## src/shared/dmadc_map.vh

```
// Offsets, fields, encodings and reset values of the channel.
// Included by both design files; needs nothing else.
`ifndef DMADC_MAP_VH
`define DMADC_MAP_VH

// Byte offsets on the register bus
`define DMADC_OFF_DESC0     8'h00
`define DMADC_OFF_DESC1     8'h10
`define DMADC_OFF_CHCTL     8'h20
`define DMADC_OFF_HOLDOFF   8'h24
`define DMADC_OFF_CHSTAT    8'h28
// Word slots inside one descriptor
`define DMADC_SLOT_SRC      2'h0
`define DMADC_SLOT_DST      2'h1
`define DMADC_SLOT_CTL      2'h2
`define DMADC_SLOT_STAT     2'h3

// Control word fields
`define DMADC_CTL_CNT_MSB   15
`define DMADC_CTL_ESIZE_LSB 16
`define DMADC_CTL_SRCW      18
`define DMADC_CTL_DSTW      19
`define DMADC_CTL_SINC      20
`define DMADC_CTL_DINC      21
`define DMADC_CTL_LEVEL     22
`define DMADC_CTL_MODE_LSB  23
`define DMADC_CTL_PREEMPT   25
`define DMADC_CTL_CHAIN     26
`define DMADC_CTL_INVAL     27
`define DMADC_CTL_IRQ       28

// Status word fields
`define DMADC_ST_VALID      31
`define DMADC_ST_RESP_LSB   16
`define DMADC_RESP_OK       3'h0
`define DMADC_RESP_BUSERR   3'h1

// Channel control and channel status bits
`define DMADC_CH_ENABLE     0
`define DMADC_CH_ACTDESC    1
`define DMADC_CH_SWTRIG     2
`define DMADC_CS_BUSY       0
`define DMADC_CS_PEND       1
`define DMADC_CS_HOLD       2

// Encodings
`define DMADC_SIZE_8        2'h0
`define DMADC_SIZE_16       2'h1
`define DMADC_SIZE_32       2'h2
`define DMADC_MODE_SINGLE   2'h0
`define DMADC_MODE_DESC     2'h1
`define DMADC_MODE_CHAIN    2'h2
`define DMADC_AXI_OKAY      2'h0
`define DMADC_AXI_SLVERR    2'h2

// Reset values
`define DMADC_RST_WORD      32'h00000000
`define DMADC_RST_HOLDOFF   16'h0000

`endif

```

## src/core/dmadc_mover.v

```verilog
// One element move: source read, then destination write.
// Assumes a memory port on clk that pulses mem_ack per access.
`default_nettype none
`include "dmadc_map.vh"

module dmadc_mover (
   input  wire        clk,
   input  wire        arst_n,
   input  wire        start,
   input  wire [31:0] src_addr,
   input  wire [31:0] dst_addr,
   input  wire [1:0]  src_size,
   input  wire [1:0]  dst_size,
   input  wire [1:0]  elem_size,
   output reg         done,
   output reg         err,
   output reg         mem_req,
   output reg         mem_write,
   output reg  [31:0] mem_addr,
   output reg  [1:0]  mem_size,
   output reg  [31:0] mem_wdata,
   input  wire        mem_ack,
   input  wire [31:0] mem_rdata,
   input  wire        mem_err
);

localparam M_IDLE = 2'h0;
localparam M_RD   = 2'h1;
localparam M_WR   = 2'h2;

reg [1:0] state;

// Keeps only the element's bytes, whatever width was read
function [31:0] dmadc_mask;
   input [31:0] d;
   input [1:0]  sz;
   begin
      case (sz)
         `DMADC_SIZE_8:  dmadc_mask = {24'h000000, d[7:0]};
         `DMADC_SIZE_16: dmadc_mask = {16'h0000, d[15:0]};
         default:        dmadc_mask = d;
      endcase
   end
endfunction

always @(posedge clk or negedge arst_n) begin
   if (!arst_n) begin
      state     <= M_IDLE;
      done      <= 1'b0;
      err       <= 1'b0;
      mem_req   <= 1'b0;
      mem_write <= 1'b0;
      mem_addr  <= `DMADC_RST_WORD;
      mem_size  <= `DMADC_SIZE_8;
      mem_wdata <= `DMADC_RST_WORD;
   end else begin
      done <= 1'b0;
      case (state)
         M_IDLE: begin
            if (start) begin
               mem_req   <= 1'b1;
               mem_write <= 1'b0;
               mem_addr  <= src_addr;
               mem_size  <= src_size;
               state     <= M_RD;
            end
         end
         M_RD: begin
            if (mem_ack) begin
               if (mem_err) begin
                  // Failed read: no write is attempted
                  mem_req <= 1'b0;
                  done    <= 1'b1;
                  err     <= 1'b1;
                  state   <= M_IDLE;
               end else begin
                  mem_write <= 1'b1;
                  mem_addr  <= dst_addr;
                  mem_size  <= dst_size;
                  mem_wdata <= dmadc_mask(mem_rdata, elem_size);
                  state     <= M_WR;
               end
            end
         end
         M_WR: begin
            if (mem_ack) begin
               mem_req   <= 1'b0;
               mem_write <= 1'b0;
               done      <= 1'b1;
               err       <= mem_err;
               state     <= M_IDLE;
            end
         end
         default: state <= M_IDLE;
      endcase
   end
end

endmodule
`default_nettype wire

```

## src/core/dmadc_top.v

```verilog
// One DMA channel: two descriptors, triggers, preemption, completion
// actions; registers behind an AXI4-Lite slave.
// Assumes engine_grant and preempt_req come from a decoder on clk;
// the trigger pin is asynchronous.
//
// Function
// - Each side accesses at element size or full word, chosen per side.
// - Address step equals that side's access width in bytes.
// - Source and destination stepping enabled independently; else address stays fixed.
// - Level trigger waits a programmed cycle count after service before retriggering.
// - Trigger dropping low during the wait ends it; next high retriggers.
// - Trigger high for whole wait retriggers when the count elapses.
// - Mode selects single element, whole descriptor, or whole descriptor plus auto-trigger.
// - Non-preemptable descriptor runs its transfer unit to completion uninterrupted.
// - Preemptable descriptor yields to a higher-priority channel between elements.
// - Preempted channel stays pending and resumes when granted again.
// - Descriptor completes only after its full element count moved.
// - Completion may chain, invalidate and raise interrupt, in any combination.
// - Chaining switches the channel to its other descriptor.
// - Status word shows validity, response code and current element index.
// - Element size field selects 8, 16 or 32 bit elements.
// - Element count field holds count minus one, covering 1 to 65536.
`default_nettype none
`include "dmadc_map.vh"

module dmadc_top (
   input  wire        clk,
   input  wire        arst_n,
   input  wire [7:0]  s_axi_awaddr,
   input  wire        s_axi_awvalid,
   output reg         s_axi_awready,
   input  wire [31:0] s_axi_wdata,
   input  wire [3:0]  s_axi_wstrb,
   input  wire        s_axi_wvalid,
   output reg         s_axi_wready,
   output reg  [1:0]  s_axi_bresp,
   output reg         s_axi_bvalid,
   input  wire        s_axi_bready,
   input  wire [7:0]  s_axi_araddr,
   input  wire        s_axi_arvalid,
   output reg         s_axi_arready,
   output reg  [31:0] s_axi_rdata,
   output reg  [1:0]  s_axi_rresp,
   output reg         s_axi_rvalid,
   input  wire        s_axi_rready,
   input  wire        channel_trigger_input,
   input  wire        engine_grant,
   input  wire        preempt_req,
   output reg         chan_request,
   output reg         chan_active,
   output reg         complete_irq,
   output wire        mem_req,
   output wire        mem_write,
   output wire [31:0] mem_addr,
   output wire [1:0]  mem_size,
   output wire [31:0] mem_wdata,
   input  wire        mem_ack,
   input  wire [31:0] mem_rdata,
   input  wire        mem_err
);

localparam S_IDLE = 1'b0;
localparam S_MOVE = 1'b1;

reg  [31:0] desc_src [0:1];
reg  [31:0] desc_dst [0:1];
reg  [31:0] desc_ctl [0:1];
reg         st_valid [0:1];
reg  [2:0]  st_resp  [0:1];
reg  [15:0] st_index [0:1];
reg         chan_enable;
reg         active_desc;
reg  [15:0] holdoff_cycles;
reg         state;
reg  [31:0] cur_src;
reg  [31:0] cur_dst;
reg         mv_start;
reg         trig_s1;
reg         trig_s2;
reg         trig_prev;
reg         hold_busy;
reg  [15:0] hold_cnt;
reg         auto_trig;
reg         sw_trig;
reg         aw_hold;
reg  [5:0]  aw_addr;
reg         w_hold;
reg  [31:0] w_data;
reg  [3:0]  w_strb;
wire        mv_done;
wire        mv_err;
wire [31:0] ctl;
wire [1:0]  elem_size;
wire [1:0]  src_size;
wire [1:0]  dst_size;
wire [1:0]  mode;
wire        trig_event;
wire        do_write;
wire        wr_desc;
wire [3:0]  wr_word;
wire        last_elem;

// Access width in bytes, the stepping amount of one side
function [31:0] dmadc_step;
   input [1:0] sz;
   begin
      case (sz)
         `DMADC_SIZE_8:  dmadc_step = 32'h00000001;
         `DMADC_SIZE_16: dmadc_step = 32'h00000002;
         default:        dmadc_step = 32'h00000004;
      endcase
   end
endfunction

// Byte-lane merge of a bus write into a stored word
function [31:0] dmadc_merge;
   input [31:0] old;
   input [31:0] val;
   input [3:0]  strb;
   integer      i;
   begin
      dmadc_merge = old;
      for (i = 0; i < 4; i = i + 1) begin
         if (strb[i]) begin
            dmadc_merge[i*8 +: 8] = val[i*8 +: 8];
         end
      end
   end
endfunction

function dmadc_mapped;
   input [5:0] a;
   begin
      dmadc_mapped = (a[5:2] <= 4'ha);
   end
endfunction

function [31:0] dmadc_status;
   input        v;
   input [2:0]  r;
   input [15:0] idx;
   begin
      dmadc_status = {v, 12'h000, r, idx};
   end
endfunction

assign ctl       = desc_ctl[active_desc];
assign elem_size = (ctl[`DMADC_CTL_ESIZE_LSB +: 2] == 2'h3) ? `DMADC_SIZE_32
                   : ctl[`DMADC_CTL_ESIZE_LSB +: 2];
// per side element or word width
assign src_size  = ctl[`DMADC_CTL_SRCW] ? `DMADC_SIZE_32 : elem_size;
assign dst_size  = ctl[`DMADC_CTL_DSTW] ? `DMADC_SIZE_32 : elem_size;
assign mode      = ctl[`DMADC_CTL_MODE_LSB +: 2];
assign last_elem = (st_index[active_desc] == ctl[`DMADC_CTL_CNT_MSB:0]);

// high level or rising edge requests
// level masked in holdoff; a pending level must not re-pend at grant
assign trig_event = chan_enable &
   (sw_trig | auto_trig |
    (ctl[`DMADC_CTL_LEVEL] ? (trig_s2 & ~hold_busy & ~chan_active & ~chan_request)
                           : (trig_s2 & ~trig_prev)));

assign do_write = aw_hold & w_hold & ~s_axi_bvalid;
assign wr_desc  = aw_addr[4];
assign wr_word  = aw_addr[5:2];

dmadc_mover u_mover (
   .clk       (clk),
   .arst_n    (arst_n),
   .start     (mv_start),
   .src_addr  (cur_src),
   .dst_addr  (cur_dst),
   .src_size  (src_size),
   .dst_size  (dst_size),
   .elem_size (elem_size),
   .done      (mv_done),
   .err       (mv_err),
   .mem_req   (mem_req),
   .mem_write (mem_write),
   .mem_addr  (mem_addr),
   .mem_size  (mem_size),
   .mem_wdata (mem_wdata),
   .mem_ack   (mem_ack),
   .mem_rdata (mem_rdata),
   .mem_err   (mem_err)
);

// Trigger pin synchroniser; only trig_s2 and its delayed copy trig_prev are looked at
always @(posedge clk or negedge arst_n) begin
   if (!arst_n) begin
      trig_s1   <= 1'b0;
      trig_s2   <= 1'b0;
      trig_prev <= 1'b0;
   end else begin
      trig_s1   <= channel_trigger_input;
      trig_s2   <= trig_s1;
      trig_prev <= trig_s2;
   end
end

// AXI4-Lite handshakes; address and data may arrive in either order
always @(posedge clk or negedge arst_n) begin
   if (!arst_n) begin
      s_axi_awready <= 1'b1;
      s_axi_wready  <= 1'b1;
      s_axi_bvalid  <= 1'b0;
      s_axi_bresp   <= `DMADC_AXI_OKAY;
      s_axi_arready <= 1'b1;
      s_axi_rvalid  <= 1'b0;
      s_axi_rresp   <= `DMADC_AXI_OKAY;
      s_axi_rdata   <= `DMADC_RST_WORD;
      aw_hold       <= 1'b0;
      aw_addr       <= 6'h00;
      w_hold        <= 1'b0;
      w_data        <= `DMADC_RST_WORD;
      w_strb        <= 4'h0;
   end else begin
      if (s_axi_awvalid && s_axi_awready) begin
         aw_hold       <= 1'b1;
         aw_addr       <= s_axi_awaddr[5:0];
         s_axi_awready <= 1'b0;
      end
      if (s_axi_wvalid && s_axi_wready) begin
         w_hold       <= 1'b1;
         w_data       <= s_axi_wdata;
         w_strb       <= s_axi_wstrb;
         s_axi_wready <= 1'b0;
      end
      if (do_write) begin
         aw_hold      <= 1'b0;
         w_hold       <= 1'b0;
         s_axi_bvalid <= 1'b1;
         s_axi_bresp  <= dmadc_mapped(aw_addr) ? `DMADC_AXI_OKAY : `DMADC_AXI_SLVERR;
      end
      if (s_axi_bvalid && s_axi_bready) begin
         s_axi_bvalid  <= 1'b0;
         s_axi_awready <= 1'b1;
         s_axi_wready  <= 1'b1;
      end
      if (s_axi_arvalid && s_axi_arready) begin
         s_axi_arready <= 1'b0;
         s_axi_rvalid  <= 1'b1;
         s_axi_rresp   <= dmadc_mapped(s_axi_araddr[5:0]) ? `DMADC_AXI_OKAY
            : `DMADC_AXI_SLVERR;
         if (s_axi_araddr[5] == 1'b0) begin
            case (s_axi_araddr[3:2])
               `DMADC_SLOT_SRC: s_axi_rdata <= desc_src[s_axi_araddr[4]];
               `DMADC_SLOT_DST: s_axi_rdata <= desc_dst[s_axi_araddr[4]];
               `DMADC_SLOT_CTL: s_axi_rdata <= desc_ctl[s_axi_araddr[4]];
               default: s_axi_rdata <= dmadc_status(st_valid[s_axi_araddr[4]],
                  st_resp[s_axi_araddr[4]],
                  st_index[s_axi_araddr[4]]);
            endcase
         end else begin
            case (s_axi_araddr[3:2])
               2'h0:    s_axi_rdata <= {30'h00000000, active_desc, chan_enable};
               2'h1:    s_axi_rdata <= {16'h0000, holdoff_cycles};
               2'h2:    s_axi_rdata <= {29'h00000000, hold_busy, chan_request,
                  chan_active};
               default: s_axi_rdata <= `DMADC_RST_WORD;
            endcase
         end
      end
      if (s_axi_rvalid && s_axi_rready) begin
         s_axi_rvalid  <= 1'b0;
         s_axi_arready <= 1'b1;
      end
   end
end

// Level-trigger holdoff counter
always @(posedge clk or negedge arst_n) begin
   if (!arst_n) begin
      hold_busy <= 1'b0;
      hold_cnt  <= 16'h0000;
   end else if (state == S_MOVE && mv_done && ctl[`DMADC_CTL_LEVEL] &&
                (last_elem || mode == `DMADC_MODE_SINGLE || mv_err)) begin
      hold_busy <= 1'b1;
      hold_cnt  <= 16'h0000;
   end else if (hold_busy) begin
      hold_cnt <= hold_cnt + 16'h0001;
      if (!trig_s2) begin
         hold_busy <= 1'b0;
      end else if (hold_cnt >= holdoff_cycles) begin
         hold_busy <= 1'b0;
      end
   end
end

// Channel engine and register storage
always @(posedge clk or negedge arst_n) begin
   if (!arst_n) begin
      desc_src[0]    <= `DMADC_RST_WORD;
      desc_src[1]    <= `DMADC_RST_WORD;
      desc_dst[0]    <= `DMADC_RST_WORD;
      desc_dst[1]    <= `DMADC_RST_WORD;
      desc_ctl[0]    <= `DMADC_RST_WORD;
      desc_ctl[1]    <= `DMADC_RST_WORD;
      st_valid[0]    <= 1'b0;
      st_valid[1]    <= 1'b0;
      st_resp[0]     <= `DMADC_RESP_OK;
      st_resp[1]     <= `DMADC_RESP_OK;
      st_index[0]    <= 16'h0000;
      st_index[1]    <= 16'h0000;
      chan_enable    <= 1'b0;
      active_desc    <= 1'b0;
      holdoff_cycles <= `DMADC_RST_HOLDOFF;
      state          <= S_IDLE;
      cur_src        <= `DMADC_RST_WORD;
      cur_dst        <= `DMADC_RST_WORD;
      mv_start       <= 1'b0;
      chan_request   <= 1'b0;
      chan_active    <= 1'b0;
      complete_irq   <= 1'b0;
      auto_trig      <= 1'b0;
      sw_trig        <= 1'b0;
   end else begin
      mv_start     <= 1'b0;
      complete_irq <= 1'b0;
      auto_trig    <= 1'b0;
      sw_trig      <= 1'b0;
      case (state)
         S_IDLE: begin
            chan_active <= 1'b0;
            if (chan_request && engine_grant && chan_enable) begin
               chan_request <= 1'b0;
               if (st_valid[active_desc]) begin
                  state       <= S_MOVE;
                  chan_active <= 1'b1;
                  mv_start    <= 1'b1;
                  if (st_index[active_desc] == 16'h0000) begin
                     cur_src <= desc_src[active_desc];
                     cur_dst <= desc_dst[active_desc];
                  end
               end
            end
         end
         S_MOVE: begin
            if (mv_done) begin
               if (mv_err) begin
                  // Bus error aborts: descriptor parked invalid
                  st_resp[active_desc]  <= `DMADC_RESP_BUSERR;
                  st_valid[active_desc] <= 1'b0;
                  st_index[active_desc] <= 16'h0000;
                  state                 <= S_IDLE;
               end else begin
                  st_resp[active_desc] <= `DMADC_RESP_OK;
                  if (ctl[`DMADC_CTL_SINC]) begin
                     cur_src <= cur_src + dmadc_step(src_size);
                  end
                  if (ctl[`DMADC_CTL_DINC]) begin
                     cur_dst <= cur_dst + dmadc_step(dst_size);
                  end
                  if (last_elem) begin
                     st_index[active_desc] <= 16'h0000;
                     state                 <= S_IDLE;
                     if (ctl[`DMADC_CTL_INVAL]) begin
                        st_valid[active_desc] <= 1'b0;
                     end
                     complete_irq <= ctl[`DMADC_CTL_IRQ];
                     if (ctl[`DMADC_CTL_CHAIN]) begin
                        active_desc <= ~active_desc;
                     end
                     auto_trig <= (mode == `DMADC_MODE_CHAIN);
                  end else begin
                     st_index[active_desc] <= st_index[active_desc] + 16'h0001;
                     if (mode == `DMADC_MODE_SINGLE) begin
                        state <= S_IDLE;
                     end else if (ctl[`DMADC_CTL_PREEMPT] && preempt_req) begin
                        state <= S_IDLE;
                     end else begin
                        mv_start <= 1'b1;
                     end
                  end
               end
            end
         end
         default: state <= S_IDLE;
      endcase
      if (state == S_MOVE && mv_done && !mv_err && !last_elem &&
          mode != `DMADC_MODE_SINGLE && ctl[`DMADC_CTL_PREEMPT] && preempt_req) begin
         chan_request <= 1'b1;
      end
      // New trigger wins over the grant that clears pending
      if (trig_event) begin
         chan_request <= 1'b1;
      end
      // Bus writes last: a software set of validity wins over invalidate
      if (do_write && dmadc_mapped(aw_addr)) begin
         if (aw_addr[5] == 1'b0) begin
            case (wr_word[1:0])
               `DMADC_SLOT_SRC: desc_src[wr_desc] <= dmadc_merge(desc_src[wr_desc],
                  w_data, w_strb);
               `DMADC_SLOT_DST: desc_dst[wr_desc] <= dmadc_merge(desc_dst[wr_desc],
                  w_data, w_strb);
               `DMADC_SLOT_CTL: desc_ctl[wr_desc] <= dmadc_merge(desc_ctl[wr_desc],
                  w_data, w_strb);
               default: begin
                  if (w_strb[3]) begin
                     st_valid[wr_desc] <= w_data[`DMADC_ST_VALID];
                  end
               end
            endcase
         end else if (wr_word == 4'h8 && w_strb[0]) begin
            chan_enable <= w_data[`DMADC_CH_ENABLE];
            sw_trig     <= w_data[`DMADC_CH_SWTRIG];
            // Descriptor choice is frozen while a transfer runs
            if (state == S_IDLE) begin
               active_desc <= w_data[`DMADC_CH_ACTDESC];
            end
         end else if (wr_word == 4'h9) begin
            if (w_strb[0]) begin
               holdoff_cycles[7:0] <= w_data[7:0];
            end
            if (w_strb[1]) begin
               holdoff_cycles[15:8] <= w_data[15:8];
            end
         end
      end
   end
end

endmodule
`default_nettype wire

```

## config.mk

```make
export PLATFORM = sky130hd
export DESIGN_NAME = dmadc_top
export DESIGN_NICKNAME = d
export VERILOG_FILES = /design/src/core/dmadc_mover.v /design/src/core/dmadc_top.v
export VERILOG_INCLUDE_DIRS = /design/src /design/src/shared
export SDC_FILE = /design/constraint.sdc
export NUM_CORES = 1
export LEC_CHECK = 0
export BUFFER_PORTS_ARGS = -buffer_cell sky130_fd_sc_hd__buf_2
export CORE_MARGIN = 5
export CORE_UTILIZATION = 61
export CTS_CLUSTER_DIAMETER = 80
export DETAILED_ROUTE_END_ITERATION = 7
export PLACE_DENSITY_LB_ADDON = 0.25
export SLEW_MARGIN = 20
export SYNTH_ARGS = -nofsm -noshare
export SYNTH_HDL_FRONTEND = slang
export SYNTH_SLANG_ARGS = --single-unit
```

## constraint.sdc

```tcl
create_clock -name clk -period 4.3 [get_ports clk]
set_input_delay 0.43 -clock clk [delete_from_list [all_inputs] [get_ports clk]]
set_output_delay 0.43 -clock clk [all_outputs]
set_load 0.005 [all_outputs]
```

# == Word-level counts from Yosys, hierarchy flattened ==
# Index checks and enable logic that the tools add are counted.
# word_totals
ff_bits,498
latchBits,0
mem_bits_rw,0
mem_bits_ro,0
wordCells,417
mem_count,0
# classes
n_addsub,4
multipliers,0
div,0
order_cmp,8
n_eq_ne,27
shifts,0
n_mux,235
bitwise,31
reduce_logical,61
# op_table
op,count
$mux W32,51
$mux W8,48
$pmux W32 S2,4
$bwmux W64,3
$mux W16,9
$pmux W32 S3,1
$mux W29,3
$mux W1,72
$add A32 B32 Y32,2
$pmux W16 S3,1
$mux W2,21
$add A16 B1 Y16 const B,2
$and A32 B32 Y32,1
$bwmux W32,1
$demux W32 S1,1
$not A32 Y32,1
$logic_and A1 B1 Y1,20
$reduce_and A5 Y1,4
$reduce_bool A2 Y1,10
$ne A2 B2 Y1 const B,9
$reduce_and A3 Y1,6
$demux W16 S1,1
$eq A16 B16 Y1,1
$ge A16 B16 Y1,1
38 further kinds,93

# == Longest topological paths before layout ==
# logic_depth
depth_word,18
mapped_depth,15
mapped_depth_nobuf,11

# == Cells and area by module ==
# Synthesis repeated with hierarchy kept, for this count alone.
# hier_totals
hier_cells,2310
hier_area_um2,25394.4
# by_module_without_submodules
mod,instances,cells_each,area_per_inst_um2
dmadc_top,1,2040,22042.4
dmadc_mover,1,270,3352.0

# == Worst setup path before layout ==
# OpenSTA, ideal clock, no wires.
# synth_timing
kind,register to register
startpoint,register active_desc
endpoint,register cur_dst[20]
arrival_ns,3.004
setup_slack_ns,1.170
stages_incl_launch_ff,16
path_buffers,5
cell_sequence,dfrtp_1 buf_6 buf_8 clkbuf_8 buf_2 buf_2 mux2_2 nor2_1 ha_1 fa_1 a21oi_1 nor2_1 and2_1 a21oi_1 a41o_1 a221o_1
# synth_via
elab_chain_cells,18
# synth_lines
element,line,rtl
"start, declared",dmadc_top.v:72,reg active_desc;
"start signal, assigned",dmadc_top.v:362,active_desc <= ~active_desc;
"start signal, assigned",dmadc_top.v:409,active_desc <= w_data[`DMADC_CH_ACTDESC];
$not A1 Y2 (not written as such) *,--,
$mux W29 (not written as such) (3 in a row),dmadc_top.v:147,assign ctl = desc_ctl[active_desc];
$eq A2 B2 Y1,dmadc_top.v:148,assign elem_size = (ctl[`DMADC_CTL_ESIZE_LSB +: 2] == 2'h3) ? `DMADC_SIZE_32
$mux W2,dmadc_top.v:148,
$mux W2,dmadc_top.v:152,assign dst_size = ctl[`DMADC_CTL_DSTW] ? `DMADC_SIZE_32 : elem_size;
$eq A2 B1 Y1 or $logic_not A2 Y1 (tied branches),dmadc_top.v:107,case (sz)
$pmux W3 S2,dmadc_top.v:107,
$mux W32,dmadc_top.v:351,if (ctl[`DMADC_CTL_DINC]) begin
$mux W32,dmadc_top.v:340,if (mv_err) begin
$mux W32,dmadc_top.v:339,if (mv_done) begin
$mux W32,dmadc_top.v:322,case (state)
$add A32 B32 Y32,dmadc_top.v:352,cur_dst <= cur_dst + dmadc_step(dst_size);
$mux W32,dmadc_top.v:351,
$mux W32,dmadc_top.v:340,
$mux W32,dmadc_top.v:339,
$pmux W32 S2,dmadc_top.v:322,
"end signal, assigned",dmadc_top.v:310,cur_dst <= `DMADC_RST_WORD;
"end signal, assigned",dmadc_top.v:333,cur_dst <= desc_dst[active_desc];
"end signal, assigned",dmadc_top.v:352,
"end, declared",dmadc_top.v:76,reg [31:0] cur_dst;
# Mark *: on every way between the ends. The rest lies on a longest branch, timed or not. The select of a mux whose other input is x is not followed.
# A chain may end at the register's enable or synchronous reset.

# == Final worst setup path ==
# layout_timing
startpoint,register active_desc
endpoint,register cur_src[20]
# layout_via
elab_chain_cells,18
# layout_lines
element,line,rtl
$not A1 Y2 (not written as such) *,--,
$mux W29 (not written as such) (3 in a row),dmadc_top.v:147,
$eq A2 B2 Y1,dmadc_top.v:148,
$mux W2,dmadc_top.v:148,
$mux W2,dmadc_top.v:151,assign src_size = ctl[`DMADC_CTL_SRCW] ? `DMADC_SIZE_32 : elem_size;
$eq A2 B1 Y1 or $logic_not A2 Y1 (tied branches),dmadc_top.v:107,
$pmux W3 S2,dmadc_top.v:107,
$mux W32,dmadc_top.v:348,if (ctl[`DMADC_CTL_SINC]) begin
$mux W32,dmadc_top.v:340,
$mux W32,dmadc_top.v:339,
$mux W32,dmadc_top.v:322,
$add A32 B32 Y32,dmadc_top.v:349,cur_src <= cur_src + dmadc_step(src_size);
$mux W32,dmadc_top.v:348,
$mux W32,dmadc_top.v:340,
$mux W32,dmadc_top.v:339,
$pmux W32 S2,dmadc_top.v:322,
"end signal, assigned",dmadc_top.v:309,cur_src <= `DMADC_RST_WORD;
"end signal, assigned",dmadc_top.v:332,cur_src <= desc_src[active_desc];
"end signal, assigned",dmadc_top.v:349,
"end, declared",dmadc_top.v:75,reg [31:0] cur_src;
# Marks and branches as above.

==> out/metrics.csv <==
stage;metric;value;unit
status;outcome;finished, final reports clean;
global_route;grt_pass1_vias;19200;
layout;diodes;0;
cts;clock-sinks;494;
cts;clk_latency;0.61;ns
placed_design;io_buffer_count;197;
route;wl_per_cell;24.4;µm
global_route;antenna_found_initial;0;
logic_synthesis;avgSynthCellArea;11.3;µm²
die;initial_core_util;0.616;
critical_path;critPathKind;reg -> reg;
power;power_leakage;13.0;nW
placed_design;dpl.hpwl;51400;µm
timing;finalMaxSlewViolations;0;
power;pwr-share-seq;0.476;
timing;fin_crit_sh;0.809;
power;power.internal;0.00970;W
route;drc;0;
layout;syn2layout_area_growth;12.5;%
logic_synthesis;synthArstFlopShare;1.00;
route;routed_wl;72200;µm
timing;hold_viol;0;
route;vias;19300;
global_route;overflow;0;
worst_hold_path;min_path_type;in -> reg;
die;core_region_area;40700;µm²
logic_synthesis;synth_enable_flop_cells;0;
job;drv_cap;0;
power;clockPowerShare;0.309;
die;rows;74;
power;max-vdd-ir-drop;0.487;mV
power;pwr-share-comb;0.215;
timing;worst_pin_slew;1.09;ns
logic_synthesis;yosys-top-cells-area;dfrtp_1 (49%), mux2_2 (14%), mux2i_1 (5.6%), a21oi_1 (2.8%), nand2_1 (2.2%);
power;p_sw;0.00468;W
power;power.density;509;nW/µm²
timing;totalNegativeSetupSlack;0;ns
critical_path;end_kind;register;
timing;fmax;0.288;GHz
placed_design;place_area;26500;µm²
cts;h-tree-depth;2;
critical_path;start_kind;register;
layout;fillCellCount;3035;
placed_design;place.gp.congestion;0.932;
cts;cts-root-buf;clkbuf_16;
logic_synthesis;yosys.area.top_type;dfrtp_1;
cts;clock_path_buffers;3;
logic_synthesis;synth-warning-count;0;
layout;final_cell_mix;dfrtp_1 (489), mux2_2 (308), buf_2 (195), nand2_1 (143), mux2i_1 (140);
cts;cts_resized;0;
layout;fin_area;28200;µm²
logic_synthesis;synth_flop_cell;dfrtp_1;
die;fp.dieH;213;µm
cts;clkSlewWorstSetupHoldPaths;0.06;ns
critical_path;critPathMaxFanout;40;
global_route;grt_usage;0.318;
die;pin_count;208;
layout;regArea;12400;µm²
timing;rsz0062_at_grt;no;
layout;multi_input_comb_area;12000;µm²
cts;numCtsBuffers;51;
critical_path;arrival;3.91;ns
global_route;grt_pass1_wl;113000;µm
route;viasPerCell;6.53;
power;sw_frac_of_total;0.326;
logic_synthesis;synth_area;25100;µm²
logic_synthesis;ys_types;88;
route;dr.first_iter.drc_count;2036;
cts;cts_setup_buffers;0;
timing;setup_viol;0;
logic_synthesis;yosysTopAreaCellShare;0.489;
timing;finalCriticalPeriod;3.48;ns
logic_synthesis;syn_inst;2227;
layout;layout_commonest_cell;dfrtp_1;
route;firstDrtPassIters;6;
logic_synthesis;ys_seq_elements;494;
critical_path;required;4.74;ns
cts;cts_tree;built;
timing;slew_headroom;0.268;
die;die_w;213;µm
die;die_area;45300;µm²
global_route;grt_max_degree;108;
logic_synthesis;synth.yosys.seq_area_share;0.493;
layout;finalNetCount;2515;
timing;finClkSkew;0.0233;ns
timing;whs;0.0154;ns
layout;final_layout_size_suffix_gt1_frac;0.282;
route;antenna_left;0;
cells in the mapped netlist, types with 25 or more instances:
library cell / instances
dfrtp_1: 491
mux2_2: 308
nand2_1: 144
mux2i_1: 140
a21oi_1: 138
nor2_1: 136
clkbuf_1: 80
o21ai_0: 70
o22ai_1: 63
a22o_1: 56
nand3_1: 54
inv_1: 46
xor2_1: 32
and3_1: 31
ha_1: 29
a211oi_1: 25
buf_2: 25
worst max-delay path: stages, from the launching register on:
cell	delay [ns]
dfrtp_4	0.80
o32a_1	0.46
nor2_1	0.10
ha_1	0.23
fa_1	0.40
a21oi_1	0.59
nor3_2	0.21
and4_1	0.27
mux2i_1	0.15
a21oi_1	0.08
timing repair:
item,4_1_cts,5_1_grt
setup endpoints to repair,0,0
hold buffers,5,0
hold endpoints to repair,103,0
layout make-up:
cell class / instances / share of cell area
Clock buffer: 73 / 0.0531
Clock inverter: 15 / 0.00638
Inverter: 46 / 0.00611
Multi-Input combinational cell: 1552 / 0.423
Sequential cell: 494 / 0.438
Tap cell: 532 / 0.0236
Timing Repair Buffer: 243 / 0.0498
power groups by stage:
stage               clock, W  combinational, W  sequential [W]
floorplan                  0           0.00215         0.00626
global placement           0           0.00292         0.00676
finish               0.00445           0.00309         0.00684
detailed placement         0           0.00302         0.00685
CTS                  0.00449           0.00307         0.00678
global route         0.00468           0.00333         0.00694
final timing paths:
kind                                     from               endpoint  slack (ns)  cells past startpoint
worst max-delay path              active_desc            cur_src[20]        0.82                      9
worst max register to register    active_desc            cur_src[20]        0.82                      9
min in group asynchronous              arst_n  u_mover.mem_wdata[21]        0.47                      2
worst min-delay path            s_axi_arvalid          s_axi_arready        0.02                      2
worst min register to register        trig_s1                trig_s2        0.35                      0
max in group asynchronous              arst_n           desc_ctl[25]        2.73                      3
routing by layer:
layer  vias to the layer above  share of wire  GRT usage  wire length (µm)
li1                       8529              -          -                 -
met1                      9668           0.42      0.465             30400
met2                       950           0.46      0.489             32900
met3                       155          0.092     0.0589              6620
met4                         0          0.032      0.103              2330
met5                         -              0          0                 0
cell families after synthesis:
| family | Yosys count | share of synthesized area |
|---|---|---|
| buffers and inverters | 182 | 0.0327 |
| AOI/OAI and AO/OA | 488 | 0.132 |
| xor gates and xnor gates | 54 | 0.0188 |
| and+or+nand+nor | 517 | 0.103 |
| other | 1 | 0.000149 |
| DFF | 494 | 0.493 |
| adders and majority gates | 31 | 0.0160 |
| muxes | 460 | 0.205 |
per-stage QoR:
step	total power (W)	cells	utilization	setup WS [ns]
3_5_place_dp	0.00987	2862	0.651	0.914
5_1_grt	0.0149	2955	0.693	0.640
4_1_cts	0.0143	2955	0.693	0.887
6_report	0.0144	2955	0.693	0.823
3_3_place_gp	0.00969	2862	0.651	1.02
2_1_floorplan	0.00840	2228	-	1.17
sequential cells by signal (all words and copies together) (netlist names), 16 cells and up, named ones only:
register / cells
hold_cnt: 16
holdoff_cycles: 16
w_data: 32
desc_dst: 64
desc_src: 64
cur_src: 32
st_index: 32
u_mover.mem_wdata: 32
s_axi_rdata: 32
cur_dst: 32
desc_ctl: 64
u_mover.mem_addr: 32
Power figures use the tool's default switching activity.
